`src/common/nmss_pkg.sv`:
```
package nmss_pkg;
	// i/o port addresses
	localparam logic [15:0] ADDR_SOURCE_STATUS_CONTROL = 16'h0061;
	localparam logic [15:0] ADDR_GLOBAL_MASK_INDEX     = 16'h0070;
	// status/control byte fields
	localparam int BIT_PARITY_STATUS  = 7;
	localparam int BIT_CHANCHK_STATUS = 6;
	localparam int BIT_SPK_OUT        = 5;
	localparam int BIT_REFRESH        = 4;
	localparam int BIT_CHANCHK_DIS    = 3;
	localparam int BIT_PARITY_DIS     = 2;
	localparam int BIT_SPK_DATA       = 1;
	localparam int BIT_CNT2_GATE      = 0;
	// global mask bit within index byte
	localparam int BIT_GLOBAL_MASK    = 7;
	// reset values
	localparam logic [3:0] RST_CTRL   = 4'hC;
	localparam logic [7:0] RST_INDEX  = 8'h80;
endpackage

```
`src/common/nmss_src_if.sv`:
```
`timescale 1ns/1ps
interface nmss_src_if;
	logic	parity_event;
	logic	chanchk_active;
	logic	parity_dis;
	logic	chanchk_dis;
	logic	parity_pend;
	logic	chanchk_pend;
	modport ctrl (output parity_event, output chanchk_active, output parity_dis,
		output chanchk_dis, input parity_pend, input chanchk_pend);
	modport latch (input parity_event, input chanchk_active, input parity_dis,
		input chanchk_dis, output parity_pend, output chanchk_pend);
endinterface

```
`src/logic/nmss_nmi_source_status.sv`:
```
`timescale 1ns/1ps
// Overview of operation
// - a pci parity or system error, or either processor internal error, requests the nmi.
// - status bit 7 reads 1 while a parity-error nmi is pending, and ignores writes.
// - status bit 6 reads 1 when the low channel-check input has requested an nmi; read only.
// - status bit 5 shows the present output of the speaker tone counter 2.
// - status bit 4 toggles on every memory refresh event.
// - bit 3 set disables channel-check nmi and clears its status; clear enables it.
// - bit 2 set disables parity nmi and clears its status; clear enables it.
// - bit 0 is the read/write counter 2 gate and bit 1 the read/write speaker data.
// - bit 7 of the index port byte masks the nmi output when set.
// - with power management enabled, an inactivity timeout asserts the smi.
// - smi outranks the maskable interrupt but leaves nmi asserted, and nmi outranks all maskable interrupts.
module nmss_nmi_source_status
(
	input	wire logic		clk_sys,
	input	wire logic		rst_b,
	input	wire logic [15:0]	io_addr,
	input	wire logic		io_wr,
	input	wire logic		io_rd,
	input	wire logic [7:0]	io_wdata,
	output	logic [7:0]		io_rdata_ff,
	input	wire logic		pci_perr_b,
	input	wire logic		pci_serr_b,
	input	wire logic		processor_internal_error_a,
	input	wire logic		processor_internal_error_b,
	input	wire logic		chan_check_b,
	input	wire logic		counter2_out,
	input	wire logic		refresh_event,
	input	wire logic		pm_enable,
	input	wire logic		inactivity_timeout,
	input	wire logic		maskable_req,
	output	logic			nmi_ff,
	output	logic			smi_ff,
	output	logic			intr_ff,
	output	logic			counter2_gate_ff,
	output	logic			speaker_data_ff,
	output	logic [7:0]		rtc_index_ff
);
	nmss_src_if	src ();

	logic [3:0]	ctrl_ff;
	logic [3:0]	nxt_ctrl;
	logic [7:0]	nxt_index;
	logic		refresh_ff;
	logic		nxt_refresh;
	logic		wr_status;
	logic		wr_index;

	////////////////////////////////////////////////////////////////////////////
	// source events toward the status latch
	always_comb
	begin
		src.parity_event   = !pci_perr_b | !pci_serr_b;
		src.chanchk_active = !chan_check_b;
		src.parity_dis     = ctrl_ff[nmss_pkg::BIT_PARITY_DIS];
		src.chanchk_dis    = ctrl_ff[nmss_pkg::BIT_CHANCHK_DIS];
	end

	nmss_source_latch u_latch
	(
		.clk_sys (clk_sys),
		.rst_b   (rst_b),
		.src     (src)
	);

	////////////////////////////////////////////////////////////////////////////
	// register writes and refresh toggle
	always_comb
	begin
		wr_status   = io_wr && (io_addr == nmss_pkg::ADDR_SOURCE_STATUS_CONTROL);
		wr_index    = io_wr && (io_addr == nmss_pkg::ADDR_GLOBAL_MASK_INDEX);
		nxt_ctrl    = wr_status ? io_wdata[3:0] : ctrl_ff;    // bits 7..4 ignore writes
		nxt_index   = wr_index ? io_wdata : rtc_index_ff;
		nxt_refresh = refresh_ff ^ refresh_event;
	end

	always_ff @(posedge clk_sys)
	begin
		if (!rst_b)
		begin
			ctrl_ff      <= nmss_pkg::RST_CTRL;
			rtc_index_ff <= nmss_pkg::RST_INDEX;
			refresh_ff   <= 1'b0;
		end
		else
		begin
			ctrl_ff      <= nxt_ctrl;
			rtc_index_ff <= nxt_index;
			refresh_ff   <= nxt_refresh;
		end
	end

	////////////////////////////////////////////////////////////////////////////
	// interrupt outputs, read data and gate pins
	logic		nxt_nmi;
	logic		nxt_smi;
	logic		nxt_intr;
	logic [7:0]	nxt_rdata;

	always_comb
	begin
		nxt_nmi = !rtc_index_ff[nmss_pkg::BIT_GLOBAL_MASK]
			&& (src.parity_pend || src.chanchk_pend
			|| processor_internal_error_a || processor_internal_error_b);
		nxt_smi  = pm_enable && inactivity_timeout;
		// lower-priority requests held off behind smi and nmi
		nxt_intr = maskable_req && !nxt_smi && !nxt_nmi;
		nxt_rdata = 8'h00;
		if (io_rd && io_addr == nmss_pkg::ADDR_SOURCE_STATUS_CONTROL)
		begin
			nxt_rdata[nmss_pkg::BIT_PARITY_STATUS]  = src.parity_pend;
			nxt_rdata[nmss_pkg::BIT_CHANCHK_STATUS] = src.chanchk_pend;
			nxt_rdata[nmss_pkg::BIT_SPK_OUT]        = counter2_out;
			nxt_rdata[nmss_pkg::BIT_REFRESH]        = refresh_ff;
			nxt_rdata[3:0]                          = ctrl_ff;
		end
		else if (io_rd && io_addr == nmss_pkg::ADDR_GLOBAL_MASK_INDEX)
			nxt_rdata = rtc_index_ff;
	end

	always_ff @(posedge clk_sys)
	begin
		if (!rst_b)
		begin
			nmi_ff           <= 1'b0;
			smi_ff           <= 1'b0;
			intr_ff          <= 1'b0;
			io_rdata_ff      <= 8'h00;
			counter2_gate_ff <= 1'b0;
			speaker_data_ff  <= 1'b0;
		end
		else
		begin
			nmi_ff           <= nxt_nmi;
			smi_ff           <= nxt_smi;
			intr_ff          <= nxt_intr;
			io_rdata_ff      <= nxt_rdata;
			counter2_gate_ff <= nxt_ctrl[nmss_pkg::BIT_CNT2_GATE];
			speaker_data_ff  <= nxt_ctrl[nmss_pkg::BIT_SPK_DATA];
		end
	end

	////////////////////////////////////////////////////////////////////////////
	// checks
	property p_mask_blocks;
		@(posedge clk_sys) disable iff (!rst_b)
			rtc_index_ff[nmss_pkg::BIT_GLOBAL_MASK] |=> !nmi_ff;
	endproperty
	a_mask_blocks: assert property (p_mask_blocks)
		else $error("nmi raised while globally masked");

	property p_parity_nmi;
		@(posedge clk_sys) disable iff (!rst_b)
			(!pci_perr_b && !ctrl_ff[nmss_pkg::BIT_PARITY_DIS]
			&& !nxt_ctrl[nmss_pkg::BIT_PARITY_DIS]
			&& !rtc_index_ff[nmss_pkg::BIT_GLOBAL_MASK] && !wr_index) |-> ##2 nmi_ff;
	endproperty
	a_parity_nmi: assert property (p_parity_nmi)
		else $error("parity error did not raise nmi");

	property p_nmi_holds;
		@(posedge clk_sys) disable iff (!rst_b)
			(src.chanchk_pend && !rtc_index_ff[nmss_pkg::BIT_GLOBAL_MASK]) |=> nmi_ff;
	endproperty
	a_nmi_holds: assert property (p_nmi_holds)
		else $error("nmi dropped while channel check pending");

	property p_smi;
		@(posedge clk_sys) disable iff (!rst_b)
			(pm_enable && inactivity_timeout) |=> smi_ff && !intr_ff;
	endproperty
	a_smi: assert property (p_smi)
		else $error("smi missing on inactivity timeout");

	property p_nmi_over_intr;
		@(posedge clk_sys) disable iff (!rst_b) nmi_ff |-> !intr_ff;
	endproperty
	a_nmi_over_intr: assert property (p_nmi_over_intr)
		else $error("maskable request passed during nmi");

	property p_refresh_toggle;
		@(posedge clk_sys) disable iff (!rst_b)
			refresh_event |=> refresh_ff != $past(refresh_ff);
	endproperty
	a_refresh_toggle: assert property (p_refresh_toggle)
		else $error("refresh bit failed to toggle");

	property p_gate_write;
		@(posedge clk_sys) disable iff (!rst_b)
			wr_status |=> counter2_gate_ff == $past(io_wdata[nmss_pkg::BIT_CNT2_GATE])
			&& speaker_data_ff == $past(io_wdata[nmss_pkg::BIT_SPK_DATA]);
	endproperty
	a_gate_write: assert property (p_gate_write)
		else $error("gate or speaker bit not updated");

	property p_status_read;
		@(posedge clk_sys) disable iff (!rst_b)
			(io_rd && io_addr == nmss_pkg::ADDR_SOURCE_STATUS_CONTROL)
			|=> io_rdata_ff[nmss_pkg::BIT_PARITY_STATUS] == $past(src.parity_pend)
			&& io_rdata_ff[nmss_pkg::BIT_CHANCHK_STATUS] == $past(src.chanchk_pend)
			&& io_rdata_ff[nmss_pkg::BIT_SPK_OUT] == $past(counter2_out);
	endproperty
	a_status_read: assert property (p_status_read)
		else $error("status read data wrong");

	// internal processor errors reach the nmi one cycle later when unmasked
	property p_ierr_nmi;
		@(posedge clk_sys) disable iff (!rst_b)
			((processor_internal_error_a || processor_internal_error_b)
			&& !rtc_index_ff[nmss_pkg::BIT_GLOBAL_MASK]) |=> nmi_ff;
	endproperty
	a_ierr_nmi: assert property (p_ierr_nmi)
		else $error("internal error did not raise nmi");

	// refresh bit and the channel-check and parity disable bits come back on a status read
	property p_ctrl_read;
		@(posedge clk_sys) disable iff (!rst_b)
			(io_rd && io_addr == nmss_pkg::ADDR_SOURCE_STATUS_CONTROL)
			|=> io_rdata_ff[nmss_pkg::BIT_REFRESH] == $past(refresh_ff)
			&& io_rdata_ff[nmss_pkg::BIT_CHANCHK_DIS] == $past(ctrl_ff[nmss_pkg::BIT_CHANCHK_DIS])
			&& io_rdata_ff[nmss_pkg::BIT_PARITY_DIS] == $past(ctrl_ff[nmss_pkg::BIT_PARITY_DIS]);
	endproperty
	a_ctrl_read: assert property (p_ctrl_read)
		else $error("refresh or enable bits read wrong");

	// the index byte, mask bit included, reads back as last written
	property p_index_read;
		@(posedge clk_sys) disable iff (!rst_b)
			(io_rd && io_addr == nmss_pkg::ADDR_GLOBAL_MASK_INDEX)
			|=> io_rdata_ff == $past(rtc_index_ff);
	endproperty
	a_index_read: assert property (p_index_read)
		else $error("index read data wrong");
endmodule // nmss_nmi_source_status

```
`src/logic/nmss_source_latch.sv`:
```
`timescale 1ns/1ps
module nmss_source_latch
(
	input	wire logic	clk_sys,
	input	wire logic	rst_b,
	nmss_src_if.latch	src
);
	logic	parity_ff;
	logic	nxt_parity;
	logic	chanchk_ff;
	logic	nxt_chanchk;

	// sticky pending status, cleared while disabled
	always_comb
	begin
		nxt_parity  = src.parity_dis ? 1'b0 : (parity_ff | src.parity_event);
		nxt_chanchk = src.chanchk_dis ? 1'b0 : (chanchk_ff | src.chanchk_active);
	end

	always_ff @(posedge clk_sys)
	begin
		if (!rst_b)
		begin
			parity_ff  <= 1'b0;
			chanchk_ff <= 1'b0;
		end
		else
		begin
			parity_ff  <= nxt_parity;
			chanchk_ff <= nxt_chanchk;
		end
	end

	assign src.parity_pend  = parity_ff;
	assign src.chanchk_pend = chanchk_ff;

	property p_parity_cleared;
		@(posedge clk_sys) disable iff (!rst_b) src.parity_dis |=> !parity_ff;
	endproperty
	a_parity_cleared: assert property (p_parity_cleared)
		else $error("parity status not cleared while disabled");

	property p_chanchk_cleared;
		@(posedge clk_sys) disable iff (!rst_b) src.chanchk_dis |=> !chanchk_ff;
	endproperty
	a_chanchk_cleared: assert property (p_chanchk_cleared)
		else $error("channel check status not cleared while disabled");
endmodule // nmss_source_latch

```
`config.mk`:
```
export PLATFORM = sky130hd
export DESIGN_NAME = nmss_nmi_source_status
export DESIGN_NICKNAME = d
export VERILOG_FILES = /design/src/common/nmss_pkg.sv /design/src/common/nmss_src_if.sv /design/src/logic/nmss_nmi_source_status.sv /design/src/logic/nmss_source_latch.sv
export SDC_FILE = /design/constraint.sdc
export NUM_CORES = 1
export LEC_CHECK = 0
export BUFFER_PORTS_ARGS = -buffer_cell sky130_fd_sc_hd__buf_2
export CAP_MARGIN = 10
export CELL_PAD_IN_SITES_DETAIL_PLACEMENT = 0
export CELL_PAD_IN_SITES_GLOBAL_PLACEMENT = 2
export CORE_UTILIZATION = 21
export CTS_BUF_LIST = sky130_fd_sc_hd__clkbuf_16
export DETAILED_ROUTE_END_ITERATION = 12
export GPL_TIMING_DRIVEN = 0
export PLACE_DENSITY = 0.68
export SETUP_SLACK_MARGIN = 0.3
export SKIP_LAST_GASP = 1
export SYNTH_ARGS = -nofsm -noshare
export SYNTH_HDL_FRONTEND = slang
export SYNTH_SLANG_ARGS = --single-unit
```
`constraint.sdc`:
```
create_clock -name clk_sys -period 1.5 [get_ports clk_sys]
set_clock_uncertainty 0.05 [all_clocks]
set_input_delay 0.3 -clock clk_sys [delete_from_list [all_inputs] [get_ports clk_sys]]
set_output_delay 0.3 -clock clk_sys [all_outputs]
set_load 0.03 [all_outputs]
```
After elaboration in Yosys (flattened, before gate mapping) --
Index checks and enable logic that the tools add are counted.
Storage, ports and cells: output and inout port bits 21, bits of input ports 38, bits in registers 28
Cells by class: eq/ne operators 2, multiplexer cells 3, bitwise gates (word level) 5, reductions and logical operators 19
Operators with widths (number):
- == test 16 x 7 -> 1 bit (second input constant) | 2
- 2-to-1 mux 8 bit | 2
- logical AND 1 bit | 8
- logical NOT 1 bit | 6
- OR reduction 2 bit | 2
- logical OR 1 bit | 3
- bitwise OR 1 bit | 3
- 2-to-1 mux 2 bit | 1
- NOT 1 bit | 1
- XOR 1 bit | 1

Longest topological paths before layout --
depth after elaboration 6, depth in mapped cells 5, depth with buffers taken out 4

Hierarchy --
Synthesis repeated with hierarchy kept, for this count alone.
Unflattened totals: cell total of the unflattened synthesis 108, area, all modules 1066.0 sq um
Modules (own cells, without submodules):
- nmss_nmi_source_status | area an instance 993.5 sq um, cells each 102, instances 1
- nmss_source_latch | area an instance 72.6 sq um, cells each 6, instances 1

Worst setup path after synthesis --
Ideal clock, no wire load.
path kind input port to flip-flop, from input port io_addr[9], to register ctrl_ff[0], stages 4, required time 1378 ps, arrival time 1338 ps, path slack 41 ps, buffers on the path 0, library setup time 72 ps, cells stage by stage nor4_4 > nand4_4 > nor3b_4 > mux2i_1
Between the ends: word-level cells in the longest chain between the ends 3
RTL lines:
- start: declaration | line nmss_nmi_source_status.sv:18 | input wire logic [15:0] io_addr,
- == test 16 x 7 -> 1 bit | line nmss_nmi_source_status.sv:71 | wr_status = io_wr && (io_addr == nmss_pkg::ADDR_SOURCE_STATUS_CONTROL);
- logical AND 1 bit | line nmss_nmi_source_status.sv:71
- 2-to-1 mux 2 bit | line nmss_nmi_source_status.sv:73 | nxt_ctrl = wr_status ? io_wdata[3:0] : ctrl_ff;
- end signal: assignment | line nmss_nmi_source_status.sv:82 | ctrl_ff <= nmss_pkg::RST_CTRL;
- end signal: assignment | line nmss_nmi_source_status.sv:88 | ctrl_ff <= nxt_ctrl;
- end: declaration | line nmss_nmi_source_status.sv:42 | logic [3:0] ctrl_ff;
No other way between the ends. A chain may end at the register's enable or synchronous reset.

Worst setup path after layout --
from input port io_addr[1], to register ctrl_ff[2]
Between the ends: word-level cells in the longest chain between the ends 2
RTL lines (line):
- == test 16 x 7 -> 1 bit | nmss_nmi_source_status.sv:71
- logical AND 1 bit | nmss_nmi_source_status.sv:71
No other way between the ends.

==> results.sh <==
export IMPL_crit_arrival_ns=1.49
export IMPL_slew_violations=0
export IMPL_ctsHoldBuffers=0
export IMPL_hold_slack_ns=0.183
export IMPL_core_region_area_um2=4750
export IMPL_grt_overflow_total=0
export IMPL_drive_gt1_share_pct=51.4
export IMPL_first_pass_iters=4
export IMPL_clock_latency_ns=0.25
export IMPL_drtIter0Drc=23
export IMPL_required_ns=1.64
export IMPL_slew_headroom_pct=70.4
export IMPL_period_minus_slack_ns=1.35
export IMPL_antenna_found_initial=0
export IMPL_antenna_left=0
export IMPL_detail_route_wl_per_cell_um=13.7
export IMPL_start_util_pct=22.1
export IMPL_numCtsBuffers=3
export IMPL_grt_usage_pct=12.8
export IMPL_ys_ff_latch=26
export IMPL_htree_num_levels=1
export IMPL_cts_root_buffer="clkbuf_16"
export IMPL_drt_wl_total_um=3370
export IMPL_fmax_ghz=0.739
export IMPL_path_clk_slew_ns=0.06
export IMPL_fin_crit_sh_pct=90.2
export IMPL_via_per_inst=4.36
export IMPL_yosysWarnings=0
export IMPL_setup_ws_ns=0.146
export IMPL_synth_cells=106
export IMPL_worstSetupStartpointType="primary input"
export IMPL_synth_seq_area_share_pct=49.6
export IMPL_nets=218
export IMPL_dr_total_vias=1072
export IMPL_diodes=0
export IMPL_vdd_drop_max_uv=396
export IMPL_critPathMaxStageDelay_ns=0.40
export IMPL_maxCapViolations=0
export IMPL_grt_pass1_vias=1042
export IMPL_worst_pin_slew_ns=0.444
export IMPL_dieWidth_um=72.7
export IMPL_syn_nets=144
export IMPL_globalplace_congestion=0.693
export IMPL_leakagePower_nw=0.743
export IMPL_port_buffers=57
export IMPL_areaGrowthSynthToFinish_pct=67.3
export IMPL_hold_viol=0
export IMPL_setup_violations=0
export IMPL_crit_path_top_delay_cell="and4bb_2"
export IMPL_dpl_hpwl_um=2390
export IMPL_syn_avg_cell_area_um2=9.89
export IMPL_pre_cts_slack_ns=-0.263
export IMPL_crit_type="in2reg"
export IMPL_endpoint_kind="register"
export IMPL_rsz0062_at_grt="true"
export IMPL_ios=59
export IMPL_clock_sinks=26
export IMPL_synth_cell_types=27
export IMPL_final_common_cell="buf_2"
export IMPL_grt_first_pass_wirelength_um=4980
export IMPL_layout_common_cells="44 x buf_2, 25 x dfxtp_1, 12 x buf_4, 10 x nor2_1, 10 x buf_6"
export IMPL_remaining_drc_errors=0
export IMPL_status="completed"
export IMPL_die_h_um=72.7
export IMPL_pwr_density_cell_nw_per_um2=919
export IMPL_clockBufferDepth=2
export IMPL_synth_cell_area_um2=1050
export IMPL_cts_tree="done"
export IMPL_worstPathCellList="buf_2 > and4bb_2 > nand4_4 > nor3b_4 > buf_6 > mux2i_1"
export IMPL_path_max_fanout=4
export IMPL_rows=25
export IMPL_grt_max_degree=16
export IMPL_die_area_um2=5280
export IMPL_hp_class="in2reg"
==> metal layers <==
layer | routed length (um) | GRT usage, %
met2 | 1780 | 23.8
met3 | 198 | 3.18
met4 | 39 | 4.58
met1 | 1350 | 14.0
met5 | 0 | 0
==> logic make-up (layout without fill, tap and decap cells) <==
family,count (synthesis),after routing,synth area share [%]
xor gates and xnor gates,1,1,0.835
muxes,6,6,5.73
AOI/OAI and AO/OA,23,23,14.6
buffers and inverters,6,78,2.15
and+or+nand+nor,44,45,27.1
DFF,26,26,49.6
==> metrics by stage <==
stage                     std cells  total power [mW]  util (%)  TNS (ns)  area (um2)
after floorplan                 106             0.763         -         0        1050
after global placement          230             0.836      29.8     -2.09        1420
after detailed placement        230             0.838      29.8     -2.96        1420
after CTS                       244              1.61      34.6         0        1650
after global routing            246              1.67      36.9         0        1750
final                           246              1.61      36.9         0        1750
==> report_power, final <==
| part | switching [mW] | total [mW] | internal, mW |
|---|---|---|---|
| Clock | 0.235 | 0.765 | 0.531 |
| Sequential | 0.00248 | 0.698 | 0.695 |
| Combinational | 0.0774 | 0.148 | 0.0707 |
| Total | 0.315 | 1.61 | 1.30 |
==> repair_timing <==
item                       4_1_cts  5_1_grt
setup endpoints to repair       24       30
pin swaps                        7       18
gates cloned                     1        0
setup buffers                    9        2
resized for setup               18       36
==> cell type report <==
| type | count | area [um2] |
|---|---|---|
| timing repair buffer | 68 | 438 |
| inverter | 2 | 7.51 |
| fill | 524 | 3000 |
| buffer | 4 | 21.3 |
| sequential | 26 | 522 |
| multi-input combinational | 75 | 577 |
| clock inverter | 1 | 30.0 |
| clock buffer | 3 | 75.1 |
| tap | 67 | 83.8 |
==> state kept, by name (all words and copies together), names as in the netlist <==
| register | cells |
|---|---|
| io_rdata_ff | 8 |
| ctrl_ff | 4 |
| u_latch.src.chanchk_pend | 1 |
| nmi_ff | 1 |
| intr_ff | 1 |
| u_latch.src.parity_pend | 1 |
| smi_ff | 1 |
| rtc_index_ff | 8 |
| refresh_ff | 1 |
==> Yosys cell counts (all sizes together) <==
cell type	number	area [um2]
dfxtp	26	521
nor4	3	48.8
o21ai	6	30.0
and4bb	1	12.5
o21a	1	7.51
nor2	17	63.8
a22oi	8	60.1
clkbuf	3	11.3
nor3b	2	31.3
a21oi	5	25.0
nor2b	2	12.5
inv	2	7.51
nand2b	1	6.26
and4	1	8.76
o2111a	1	11.3
nand2	8	30.0
nand4	7	58.8
o41a	1	11.3
a211oi	1	7.51
and3	1	6.26
xnor2	1	8.76
buf	1	3.75
nor3	1	5.00
mux2i	6	60.1
==> worst max-delay path: cells and delay by family <==
family                 cells  cell delay, ns
AND/OR/NAND/NOR            3            0.80
buffers and inverters      2            0.23
multiplexers               1            0.16
==> path summary, 6_finish.rpt <==
kind	startpoint	end	slack (ns)	depth (start not counted)
worst max register to register	u_latch.src.chanchk_pend	intr_ff	0.45	2
worst max-delay path	io_addr[1]	ctrl_ff[2]	0.15	6
worst min-delay path	chan_check_b	u_latch.src.chanchk_pend	0.18	2
worst min register to register	ctrl_ff[3]	u_latch.src.chanchk_pend	0.40	1
(Power assumes the default switching activity.)
